File: src/hdl/ctb_pkg.sv
// Constants, register map and types of the timing configuration host controller
package ctb_pkg;

  // ****************************************
  // APB map of the controller
  // ****************************************
  localparam int unsigned NUM_CFG = 7;
  localparam logic [7:0] APB_CFG_BASE = 8'h00;
  localparam logic [7:0] APB_CTRL = 8'h1c;
  localparam logic [7:0] APB_STATUS = 8'h20;
  localparam logic [7:0] APB_VIOL = 8'h24;
  localparam logic [7:0] APB_STEP = 8'h04;
  localparam logic [2:0] EXT_IDX = 3'h6;
  localparam logic [2:0] LAST_IDX = 3'h6;

  // Control and status bits
  localparam int unsigned CTRL_ALL = 0;
  localparam int unsigned CTRL_EXT = 1;
  localparam int unsigned ST_BUSY = 0;
  localparam int unsigned ST_DONE = 1;
  localparam int unsigned ST_REF_STATE = 2;
  localparam int unsigned ST_REF_RANGE = 3;
  localparam int unsigned ST_REF_NIT = 4;
  localparam int unsigned ST_CODE_LSB = 8;

  // ****************************************
  // Device side map
  // ****************************************
  localparam logic [7:0] DEV_CFG_BASE = 8'h00;
  localparam logic [7:0] DEV_STATUS = 8'h40;
  localparam int unsigned CODE_W = 6;
  localparam logic [5:0] CODE_DEFAULT_CONFIG = 6'h00;
  localparam logic [5:0] CODE_CONFIG = 6'h0f;

  // Writable bits of each configuration word, all others read zero
  localparam logic [NUM_CFG-1:0][31:0] CFG_MASK = {
    32'h07070303, 32'h07ff3fff, 32'h00031f3f, 32'h1fff003f,
    32'h03ff03ff, 32'h07ff07ff, 32'hff1fffff};

  // ****************************************
  // Field positions, widths and limits
  // ****************************************
  localparam int unsigned DEC_LSB = 24, DEC_W = 8, DEC_LO = 14, DEC_HI = 143;
  localparam int unsigned CDD_LSB = 16, CDD_W = 5, CDD_LO = 0, CDD_HI = 20;
  localparam int unsigned DCB_LSB = 8, DCA_LSB = 0, DC_W = 8, DC_LO = 0, DC_HI = 200;
  localparam int unsigned MOD_LSB = 16, MOD_W = 11, MOD_LO = 2, MOD_HI = 1923;
  localparam int unsigned ASR_LSB = 0, ASR_W = 11, ASR_LO = 0, ASR_HI = 1875;
  localparam int unsigned NSS_LSB = 16, NSS_W = 10, NSS_LO = 2, NSS_HI = 1023;
  localparam int unsigned SSL_LSB = 0, SSL_W = 10, SSL_LO = 4, SSL_HI = 659;
  localparam int unsigned NMS_LSB = 16, NMS_W = 13, NMS_LO = 0, NMS_HI = 7986;
  localparam int unsigned MSL_LSB = 0, MSL_W = 6, MSL_LO = 2, MSL_HI = 63;
  localparam int unsigned DSI_LSB = 16, DSI_W = 2, DSI_LO = 0, DSI_HI = 2;
  localparam int unsigned MAPO_LSB = 8, MAPO_W = 5, MAPO_LO = 1, MAPO_HI = 31;
  localparam int unsigned APO_LSB = 0, APO_W = 6, APO_LO = 1, APO_HI = 63;
  localparam int unsigned MRC_LSB = 16, MRC_W = 11, MRC_LO = 2, MRC_HI = 1923;
  localparam int unsigned MOC_LSB = 0, MOC_W = 14, MOC_LO = 5, MOC_HI = 15266;
  localparam int unsigned NUM_CHK = 15;

  // External correction control codes
  typedef enum logic [1:0] {
    CTB_EXT_NONE0 = 2'b00,
    CTB_EXT_NONE1 = 2'b01,
    CTB_EXT_SUB = 2'b10,
    CTB_EXT_ADD = 2'b11
  } ctb_ext_ctrl_t;

  typedef enum logic [2:0] {
    CTB_IDLE = 3'b000,
    CTB_RD = 3'b001,
    CTB_RD_W = 3'b010,
    CTB_WR = 3'b011,
    CTB_WR_W = 3'b100,
    CTB_END = 3'b101
  } ctb_state_t;

endpackage

File: src/hdl/ctb_host.sv
// Host controller that loads the timing configuration words into the device
`timescale 1ns/1ps
module ctb_host (
  // Clock and reset
  input wire logic sys_clk_i,
  input wire logic rstn_i,
  // APB slave
  input wire logic psel_i,
  input wire logic penable_i,
  input wire logic pwrite_i,
  input wire logic [7:0] paddr_i,
  input wire logic [31:0] pwdata_i,
  output logic [31:0] prdata_o,
  output logic pready_o,
  output logic pslverr_o,
  // Device register port
  output logic dev_sel_o,
  output logic dev_we_o,
  output logic [7:0] dev_addr_o,
  output logic [31:0] dev_wdata_o,
  input wire logic [31:0] dev_rdata_i,
  input wire logic dev_ready_i,
  // Device cycle phase
  input wire logic nit_active_i
);

  // ****************************************
  // Declarations
  // ****************************************
  logic [ctb_pkg::NUM_CFG-1:0][31:0] cfg_q;
  logic [ctb_pkg::NUM_CHK-1:0] viol;
  logic [ctb_pkg::NUM_CHK-1:0] viol_q;
  ctb_pkg::ctb_state_t st_q;
  logic [2:0] idx_q;
  logic mode_ext_q;
  logic cfg_ok_q;
  logic done_q, ref_state_q, ref_range_q, ref_nit_q;
  logic [ctb_pkg::CODE_W-1:0] code_q;
  logic acc_req, acc_we, acc_done;
  logic [7:0] acc_addr;
  logic [31:0] acc_wdata, acc_rdata;
  logic setup, wr_en, start_all, start_ext, busy;
  logic [2:0] apb_idx;
  logic apb_cfg_hit;

  // APB word index of a configuration register
  function automatic logic [2:0] cfg_index(input logic [7:0] a);
    logic [7:0] off;
    off = a - ctb_pkg::APB_CFG_BASE;
    cfg_index = off[4:2];
  endfunction

  function automatic logic in_cfg_state(input logic [ctb_pkg::CODE_W-1:0] c);
    in_cfg_state = (c == ctb_pkg::CODE_DEFAULT_CONFIG) || (c == ctb_pkg::CODE_CONFIG);
  endfunction

  // ****************************************
  // APB decode
  // ****************************************
  assign setup = psel_i && !penable_i;
  assign busy = (st_q != ctb_pkg::CTB_IDLE);
  assign apb_idx = cfg_index(paddr_i);
  assign apb_cfg_hit = (paddr_i[1:0] == 2'b00) && (paddr_i >= ctb_pkg::APB_CFG_BASE)
    && (paddr_i < ctb_pkg::APB_CTRL);
  assign wr_en = psel_i && penable_i && pwrite_i && pready_o;
  assign start_all = wr_en && (paddr_i == ctb_pkg::APB_CTRL) && pwdata_i[ctb_pkg::CTRL_ALL] && !busy;
  assign start_ext = wr_en && (paddr_i == ctb_pkg::APB_CTRL) && !pwdata_i[ctb_pkg::CTRL_ALL]
    && pwdata_i[ctb_pkg::CTRL_EXT] && !busy;

  // Answer in the access phase; data prepared during setup so outputs are registered
  always_ff @(posedge sys_clk_i or negedge rstn_i) begin
    if (!rstn_i) begin
      pready_o <= 1'b0;
      pslverr_o <= 1'b0;
      prdata_o <= 32'h00000000;
    end else begin
      pready_o <= setup;
      pslverr_o <= 1'b0;
      prdata_o <= 32'h00000000;
      if (setup) begin
        if (apb_cfg_hit) begin
          prdata_o <= cfg_q[apb_idx];
        end else if (paddr_i == ctb_pkg::APB_CTRL) begin
          prdata_o <= 32'h00000000;
        end else if (paddr_i == ctb_pkg::APB_STATUS) begin
          prdata_o[ctb_pkg::ST_BUSY] <= busy;
          prdata_o[ctb_pkg::ST_DONE] <= done_q;
          prdata_o[ctb_pkg::ST_REF_STATE] <= ref_state_q;
          prdata_o[ctb_pkg::ST_REF_RANGE] <= ref_range_q;
          prdata_o[ctb_pkg::ST_REF_NIT] <= ref_nit_q;
          prdata_o[ctb_pkg::ST_CODE_LSB +: ctb_pkg::CODE_W] <= code_q;
        end else if (paddr_i == ctb_pkg::APB_VIOL) begin
          prdata_o[ctb_pkg::NUM_CHK-1:0] <= viol_q;
        end else begin
          pslverr_o <= 1'b1;
        end
      end
    end
  end

  // Shadow words; frozen while a load runs so the device sees one consistent set
  always_ff @(posedge sys_clk_i or negedge rstn_i) begin
    if (!rstn_i) begin
      cfg_q <= '0;
    end else if (wr_en && apb_cfg_hit && !busy) begin
      cfg_q[apb_idx] <= pwdata_i & ctb_pkg::CFG_MASK[apb_idx];
    end
  end

  // ****************************************
  // Field checks
  // ****************************************
  ctb_range_chk u_chk (
    .cfg_i(cfg_q),
    .viol_o(viol)
  );

  always_ff @(posedge sys_clk_i or negedge rstn_i) begin
    if (!rstn_i) begin
      viol_q <= '0;
    end else begin
      viol_q <= viol;
    end
  end

  // ****************************************
  // Load sequencer
  // ****************************************
  always_ff @(posedge sys_clk_i or negedge rstn_i) begin
    if (!rstn_i) begin
      st_q <= ctb_pkg::CTB_IDLE;
      idx_q <= 3'h0;
      mode_ext_q <= 1'b0;
      cfg_ok_q <= 1'b0;
    end else begin
      unique case (st_q)
        ctb_pkg::CTB_IDLE: begin
          cfg_ok_q <= 1'b0;
          if (start_all) begin
            mode_ext_q <= 1'b0;
            idx_q <= 3'h0;
            st_q <= (|viol) ? ctb_pkg::CTB_END : ctb_pkg::CTB_RD;
          end else if (start_ext) begin
            mode_ext_q <= 1'b1;
            idx_q <= ctb_pkg::EXT_IDX;
            // Control fields carry no state gate, only the idle-time one
            // Word 6 goes out whole so the device combines value and mode as one set
            st_q <= nit_active_i ? ctb_pkg::CTB_END : ctb_pkg::CTB_WR;
          end
        end
        ctb_pkg::CTB_RD: begin
          st_q <= ctb_pkg::CTB_RD_W;
        end
        ctb_pkg::CTB_RD_W: begin
          if (acc_done) begin
            cfg_ok_q <= in_cfg_state(acc_rdata[ctb_pkg::CODE_W-1:0]);
            st_q <= in_cfg_state(acc_rdata[ctb_pkg::CODE_W-1:0]) ? ctb_pkg::CTB_WR : ctb_pkg::CTB_END;
          end
        end
        ctb_pkg::CTB_WR: begin
          st_q <= ctb_pkg::CTB_WR_W;
        end
        ctb_pkg::CTB_WR_W: begin
          if (acc_done) begin
            if (mode_ext_q || idx_q == ctb_pkg::LAST_IDX) begin
              st_q <= ctb_pkg::CTB_END;
            end else begin
              idx_q <= idx_q + 3'h1;
              st_q <= ctb_pkg::CTB_WR;
            end
          end
        end
        ctb_pkg::CTB_END: begin
          st_q <= ctb_pkg::CTB_IDLE;
        end
        default: begin
          st_q <= ctb_pkg::CTB_IDLE;
        end
      endcase
    end
  end

  // Outcome flags: cleared by a new command, which cannot start while one runs
  always_ff @(posedge sys_clk_i or negedge rstn_i) begin
    if (!rstn_i) begin
      done_q <= 1'b0;
      ref_state_q <= 1'b0;
      ref_range_q <= 1'b0;
      ref_nit_q <= 1'b0;
      code_q <= '0;
    end else if (start_all || start_ext) begin
      done_q <= 1'b0;
      ref_state_q <= 1'b0;
      ref_range_q <= start_all && (|viol);
      ref_nit_q <= start_ext && nit_active_i;
    end else begin
      if (st_q == ctb_pkg::CTB_RD_W && acc_done) begin
        code_q <= acc_rdata[ctb_pkg::CODE_W-1:0];
        ref_state_q <= !in_cfg_state(acc_rdata[ctb_pkg::CODE_W-1:0]);
      end
      if (st_q == ctb_pkg::CTB_END) begin
        done_q <= 1'b1;
      end
    end
  end

  // ****************************************
  // Device access
  // ****************************************
  assign acc_req = (st_q == ctb_pkg::CTB_RD) || (st_q == ctb_pkg::CTB_WR);
  assign acc_we = (st_q == ctb_pkg::CTB_WR);
  assign acc_addr = (st_q == ctb_pkg::CTB_RD) ? ctb_pkg::DEV_STATUS
    : ctb_pkg::DEV_CFG_BASE + {3'h0, idx_q, 2'b00};
  assign acc_wdata = cfg_q[idx_q];

  ctb_dev_access u_acc (
    .sys_clk_i(sys_clk_i),
    .rstn_i(rstn_i),
    .req_i(acc_req),
    .we_i(acc_we),
    .addr_i(acc_addr),
    .wdata_i(acc_wdata),
    .done_o(acc_done),
    .rdata_o(acc_rdata),
    .dev_sel_o(dev_sel_o),
    .dev_we_o(dev_we_o),
    .dev_addr_o(dev_addr_o),
    .dev_wdata_o(dev_wdata_o),
    .dev_rdata_i(dev_rdata_i),
    .dev_ready_i(dev_ready_i)
  );
endmodule // ctb_host

File: src/hdl/ctb_range_chk.sv
// Range checker of the configuration words held by the controller
`timescale 1ns/1ps
module ctb_range_chk (
  // Configuration words
  input wire logic [ctb_pkg::NUM_CFG-1:0][31:0] cfg_i,
  // One bit per out-of-range field
  output logic [ctb_pkg::NUM_CHK-1:0] viol_o
);

  function automatic logic bad(input logic [15:0] v, input int unsigned lo, input int unsigned hi);
    bad = (v < 16'(lo)) || (v > 16'(hi));
  endfunction

  always_comb begin
    viol_o[0] = bad(16'(cfg_i[0][ctb_pkg::DEC_LSB +: ctb_pkg::DEC_W]), ctb_pkg::DEC_LO, ctb_pkg::DEC_HI);
    viol_o[1] = bad(16'(cfg_i[0][ctb_pkg::CDD_LSB +: ctb_pkg::CDD_W]), ctb_pkg::CDD_LO, ctb_pkg::CDD_HI);
    viol_o[2] = bad(16'(cfg_i[0][ctb_pkg::DCB_LSB +: ctb_pkg::DC_W]), ctb_pkg::DC_LO, ctb_pkg::DC_HI);
    viol_o[3] = bad(16'(cfg_i[0][ctb_pkg::DCA_LSB +: ctb_pkg::DC_W]), ctb_pkg::DC_LO, ctb_pkg::DC_HI);
    viol_o[4] = bad(16'(cfg_i[1][ctb_pkg::MOD_LSB +: ctb_pkg::MOD_W]), ctb_pkg::MOD_LO, ctb_pkg::MOD_HI);
    viol_o[5] = bad(16'(cfg_i[1][ctb_pkg::ASR_LSB +: ctb_pkg::ASR_W]), ctb_pkg::ASR_LO, ctb_pkg::ASR_HI);
    viol_o[6] = bad(16'(cfg_i[2][ctb_pkg::NSS_LSB +: ctb_pkg::NSS_W]), ctb_pkg::NSS_LO, ctb_pkg::NSS_HI);
    viol_o[7] = bad(16'(cfg_i[2][ctb_pkg::SSL_LSB +: ctb_pkg::SSL_W]), ctb_pkg::SSL_LO, ctb_pkg::SSL_HI);
    viol_o[8] = bad(16'(cfg_i[3][ctb_pkg::NMS_LSB +: ctb_pkg::NMS_W]), ctb_pkg::NMS_LO, ctb_pkg::NMS_HI);
    viol_o[9] = bad(16'(cfg_i[3][ctb_pkg::MSL_LSB +: ctb_pkg::MSL_W]), ctb_pkg::MSL_LO, ctb_pkg::MSL_HI);
    viol_o[10] = bad(16'(cfg_i[4][ctb_pkg::DSI_LSB +: ctb_pkg::DSI_W]), ctb_pkg::DSI_LO, ctb_pkg::DSI_HI);
    viol_o[11] = bad(16'(cfg_i[4][ctb_pkg::MAPO_LSB +: ctb_pkg::MAPO_W]), ctb_pkg::MAPO_LO, ctb_pkg::MAPO_HI);
    viol_o[12] = bad(16'(cfg_i[4][ctb_pkg::APO_LSB +: ctb_pkg::APO_W]), ctb_pkg::APO_LO, ctb_pkg::APO_HI);
    viol_o[13] = bad(16'(cfg_i[5][ctb_pkg::MRC_LSB +: ctb_pkg::MRC_W]), ctb_pkg::MRC_LO, ctb_pkg::MRC_HI);
    viol_o[14] = bad(16'(cfg_i[5][ctb_pkg::MOC_LSB +: ctb_pkg::MOC_W]), ctb_pkg::MOC_LO, ctb_pkg::MOC_HI);
  end

endmodule // ctb_range_chk

File: src/hdl/ctb_dev_access.sv
// Single register access on the device port, held until the device answers
`timescale 1ns/1ps
module ctb_dev_access (
  // Clock and reset
  input wire logic sys_clk_i,
  input wire logic rstn_i,
  // Request from the sequencer
  input wire logic req_i,
  input wire logic we_i,
  input wire logic [7:0] addr_i,
  input wire logic [31:0] wdata_i,
  output logic done_o,
  output logic [31:0] rdata_o,
  // Device port
  output logic dev_sel_o,
  output logic dev_we_o,
  output logic [7:0] dev_addr_o,
  output logic [31:0] dev_wdata_o,
  input wire logic [31:0] dev_rdata_i,
  input wire logic dev_ready_i
);

  always_ff @(posedge sys_clk_i or negedge rstn_i) begin
    if (!rstn_i) begin
      dev_sel_o <= 1'b0;
      dev_we_o <= 1'b0;
      dev_addr_o <= 8'h00;
      dev_wdata_o <= 32'h00000000;
      done_o <= 1'b0;
      rdata_o <= 32'h00000000;
    end else begin
      done_o <= 1'b0;
      if (dev_sel_o && dev_ready_i) begin
        dev_sel_o <= 1'b0;
        dev_we_o <= 1'b0;
        done_o <= 1'b1;
        rdata_o <= dev_rdata_i;
      end else if (!dev_sel_o && req_i && !done_o) begin
        dev_sel_o <= 1'b1;
        dev_we_o <= we_i;
        dev_addr_o <= addr_i;
        dev_wdata_o <= wdata_i;
      end
    end
  end
endmodule // ctb_dev_access

File: config.mk
export PLATFORM = sky130hd
export DESIGN_NAME = ctb_host
export DESIGN_NICKNAME = d
export VERILOG_FILES = /design/src/hdl/ctb_pkg.sv /design/src/hdl/ctb_host.sv /design/src/hdl/ctb_range_chk.sv /design/src/hdl/ctb_dev_access.sv
export SDC_FILE = /design/constraint.sdc
export NUM_CORES = 1
export LEC_CHECK = 0
export ABC_AREA = 1
export BUFFER_PORTS_ARGS = -buffer_cell sky130_fd_sc_hd__buf_2
export CAP_MARGIN = 10
export CORE_ASPECT_RATIO = 1.2
export CORE_UTILIZATION = 40
export DETAILED_ROUTE_END_ITERATION = 6
export PLACE_DENSITY_LB_ADDON = 0.3
export SETUP_SLACK_MARGIN = 0.2
export SKIP_LAST_GASP = 1
export SYNTH_ARGS = -nofsm -noshare
export SYNTH_HDL_FRONTEND = slang
export SYNTH_SLANG_ARGS = --single-unit
File: constraint.sdc
create_clock -name sys_clk_i -period 2.9 [get_ports sys_clk_i]
set_input_delay 0.145 -clock sys_clk_i [delete_from_list [all_inputs] [get_ports sys_clk_i]]
set_output_delay 0.145 -clock sys_clk_i [all_outputs]
set_load 0.005 [all_outputs]
==> metrics.cfg <==
[run_status]
status=finished, final reports clean

[global_route]
antenna_found_initial=0
grt_pass1_vias=14800
overflow=0
grt_start_max_net_pins=94
grt_usage_pct=28.2
grt_pass1_wl_um=87600

[worst_setup_path]
regToRegSetupSlack_ns=0.58
cp-startpoint=st_q[1]
critPathMaxFanout=21
reg2reg_to=cfg_q[204]
critPathLaunchType=flip-flop
cp-endpoint=cfg_q[204]
crit_path_end_kind=flip-flop
crit_type=reg2reg
r2r-start=st_q[1]
rr_worst_depth=7
arrival_ns=2.74
crit_required_ns=3.32

[sta]
setup_violations=0
rsz0062_at_grt=false
slew-limit-headroom_pct=33.9
min_period_over_period_pct=80.1
timing.fmax_mhz=431
finalCriticalPeriod_ns=2.32
skew_ns=0.0140
hold_slack_ns=0.00132
hold_viol_final=0
setup_ws_ns=0.578
slew_violations=0
fin_setup_tns_ns=0
worst_pin_slew_ns=0.991

[place]
dp_hpwl_um=37900
port_buffers=124
pre_cts_slack_ns=0.645
place_inst=2625
gp_congestion=0.935

[final_layout]
regArea_um2=8390
synthToLayoutAreaGrowth_pct=17.7
fin_cells=2713
drive_above_1_share_pct=12.4
multi_input_area_um2=6610
fillerInstances=3907
fin_nets=2242
n_antenna_cell=0

[job]
cap_violations=0

[clocking]
cts-root-buf=clkbuf_16
post_cts_resized=0
cts_tree=yes
clock_path_buffers=3
clk_pin_slew_worst_paths_ns=0.06
post_cts_buffers=0
numCtsBuffers=35
clk_latency_ns=0.54
cts.sinks=335
hold_buffers=27
h-tree-depth=2

[floorplan]
start_util_pct=40.6
chipHeight_um=222
die_x_um=185
rows=80
pin_count=155
core_area_um2=39700
die_area_um2=41100

[power_and_ir_drop]
ir_worst_vdd_v=0.000525
cellPowerDensity_nw_per_um2=733
leakagePower_uw=0.00913
power_uw=13900

[yosys]
synth_area_leaders=dfrtp_1 (52%), nand2_1 (12%), o21ai_0 (8.3%)
ys_ff_latch=335
synth.most_common_cell=nand2_1
synth_common_cells=nand2_1 (514), dfrtp_1 (335), o21ai_0 (267)
synth_edf_count=0
syn_inst=2023
ys_types=43
ys_async_sr_fraction_pct=100
yosys_most_used_dff=dfrtp_1
yosys.area.top_type_share_pct=52.0
syn-cell-area_um2=16100
yosysTopAreaCell=dfrtp_1
yosysWarnings=0
postSynthAreaPerCell_um2=7.97
ys_seq_area_share_pct=52.0

[hold_path]
hold_path_class=in2reg

[drt]
dr_total_vias=15300
drc=0
routedWlPerCell_um=21.1
wl_um=57200
drt_iter0_markers=1670
antenna_left=0
drtPass1Iterations=6
via_per_inst=5.63

## cells in the final DEF, fill, tap and decap left out, types with 15 or more instances in the layout
| cell | synthesis | final |
|---|---|---|
| nor4_1 | 22 | 22 |
| nand2_1 | 514 | 512 |
| inv_1 | 158 | 158 |
| nor2_1 | 191 | 190 |
| o21ai_1 | 59 | 59 |
| dfrtp_1 | 335 | 334 |
| clkbuf_16 | 0 | 37 |
| a21oi_1 | 82 | 82 |
| o22ai_1 | 56 | 56 |
| o211ai_1 | 35 | 35 |
| nand3_1 | 59 | 58 |
| o21ai_0 | 267 | 267 |
| a211oi_1 | 26 | 26 |
| nor3_1 | 15 | 15 |
| buf_4 | 7 | 58 |
| buf_2 | 30 | 123 |
| dlygate4sd3_1 | 0 | 27 |
## area by class of cell
| type | count | share of cell area, % |
|---|---|---|
| timing repair buffer | 218 | 7.99 |
| inverter | 166 | 3.28 |
| multi-input combinational | 1400 | 34.8 |
| clock buffer | 50 | 5.61 |
| tap | 533 | 3.51 |
| sequential | 335 | 44.2 |
| clock inverter | 11 | 0.593 |
## sequential cells by signal, indices dropped and copies added (netlist names), 3 cells and up
name,flops
cfg_q,224
prdata_o,32
u_acc.dev_wdata_o,32
viol_q,15
code_q,6
u_acc.rdata_o,6
u_acc.dev_addr_o,4
idx_q,3
st_q,3
## power breakdown
part | internal [µW] | switching (µW)
clock network | 2730 | 1920
logic | 1290 | 2630
registers | 5030 | 313
total | 9050 | 4860
## worst max-delay path: stages, from the launching register on
cell     delay, ns
dfrtp_1       0.42
nor2_1        0.16
nand2_1       0.24
nor3_4        0.47
nand3_2       0.40
buf_4         0.36
nand2_1       0.10
inv_1         0.05
## through the flow
step,utilization (%),cell area [µm²]
finish,47.8,19000
global route,47.8,19000
CTS,47.8,19000
detailed placement,44.1,17500
global placement,44.1,17500
floorplan,-,16100
## routing by layer
layer	vias to the layer above	GRT usage [%]	share of wire (%)
met1	7258	35.5	39
li1	6998	-	-
met5	-	0	0
met4	0	15.5	5.5
met3	199	5.83	9.1
met2	814	45.0	46
## kinds of logic after synthesis
family,after synthesis,share of synthesized area [%]
AOI/OAI and AO/OA,563,19.6
and+or+nand+nor,825,20.7
xor gates and xnor gates,1,0.0543
DFF,335,52.0
adders and majority gates,7,0.543
buffers and inverters,291,7.18
other,1,0.0233
## worst min path at each step
stage | start | end | slack (ns) | depth (start not counted)
final | pwdata_i[4] | cfg_q[68] | 0.001 | 3
after global routing | pwdata_i[4] | cfg_q[68] | 0.02 | 3
after CTS | pwdata_i[4] | cfg_q[68] | 0.005 | 3
after detailed placement | rstn_i | prdata_o[15] | 0.26 | 1
after global placement | rstn_i | prdata_o[15] | 0.25 | 1
after floorplan | rstn_i | cfg_q[0] | -0.15 | 0
Power figures use the tool's default switching activity.
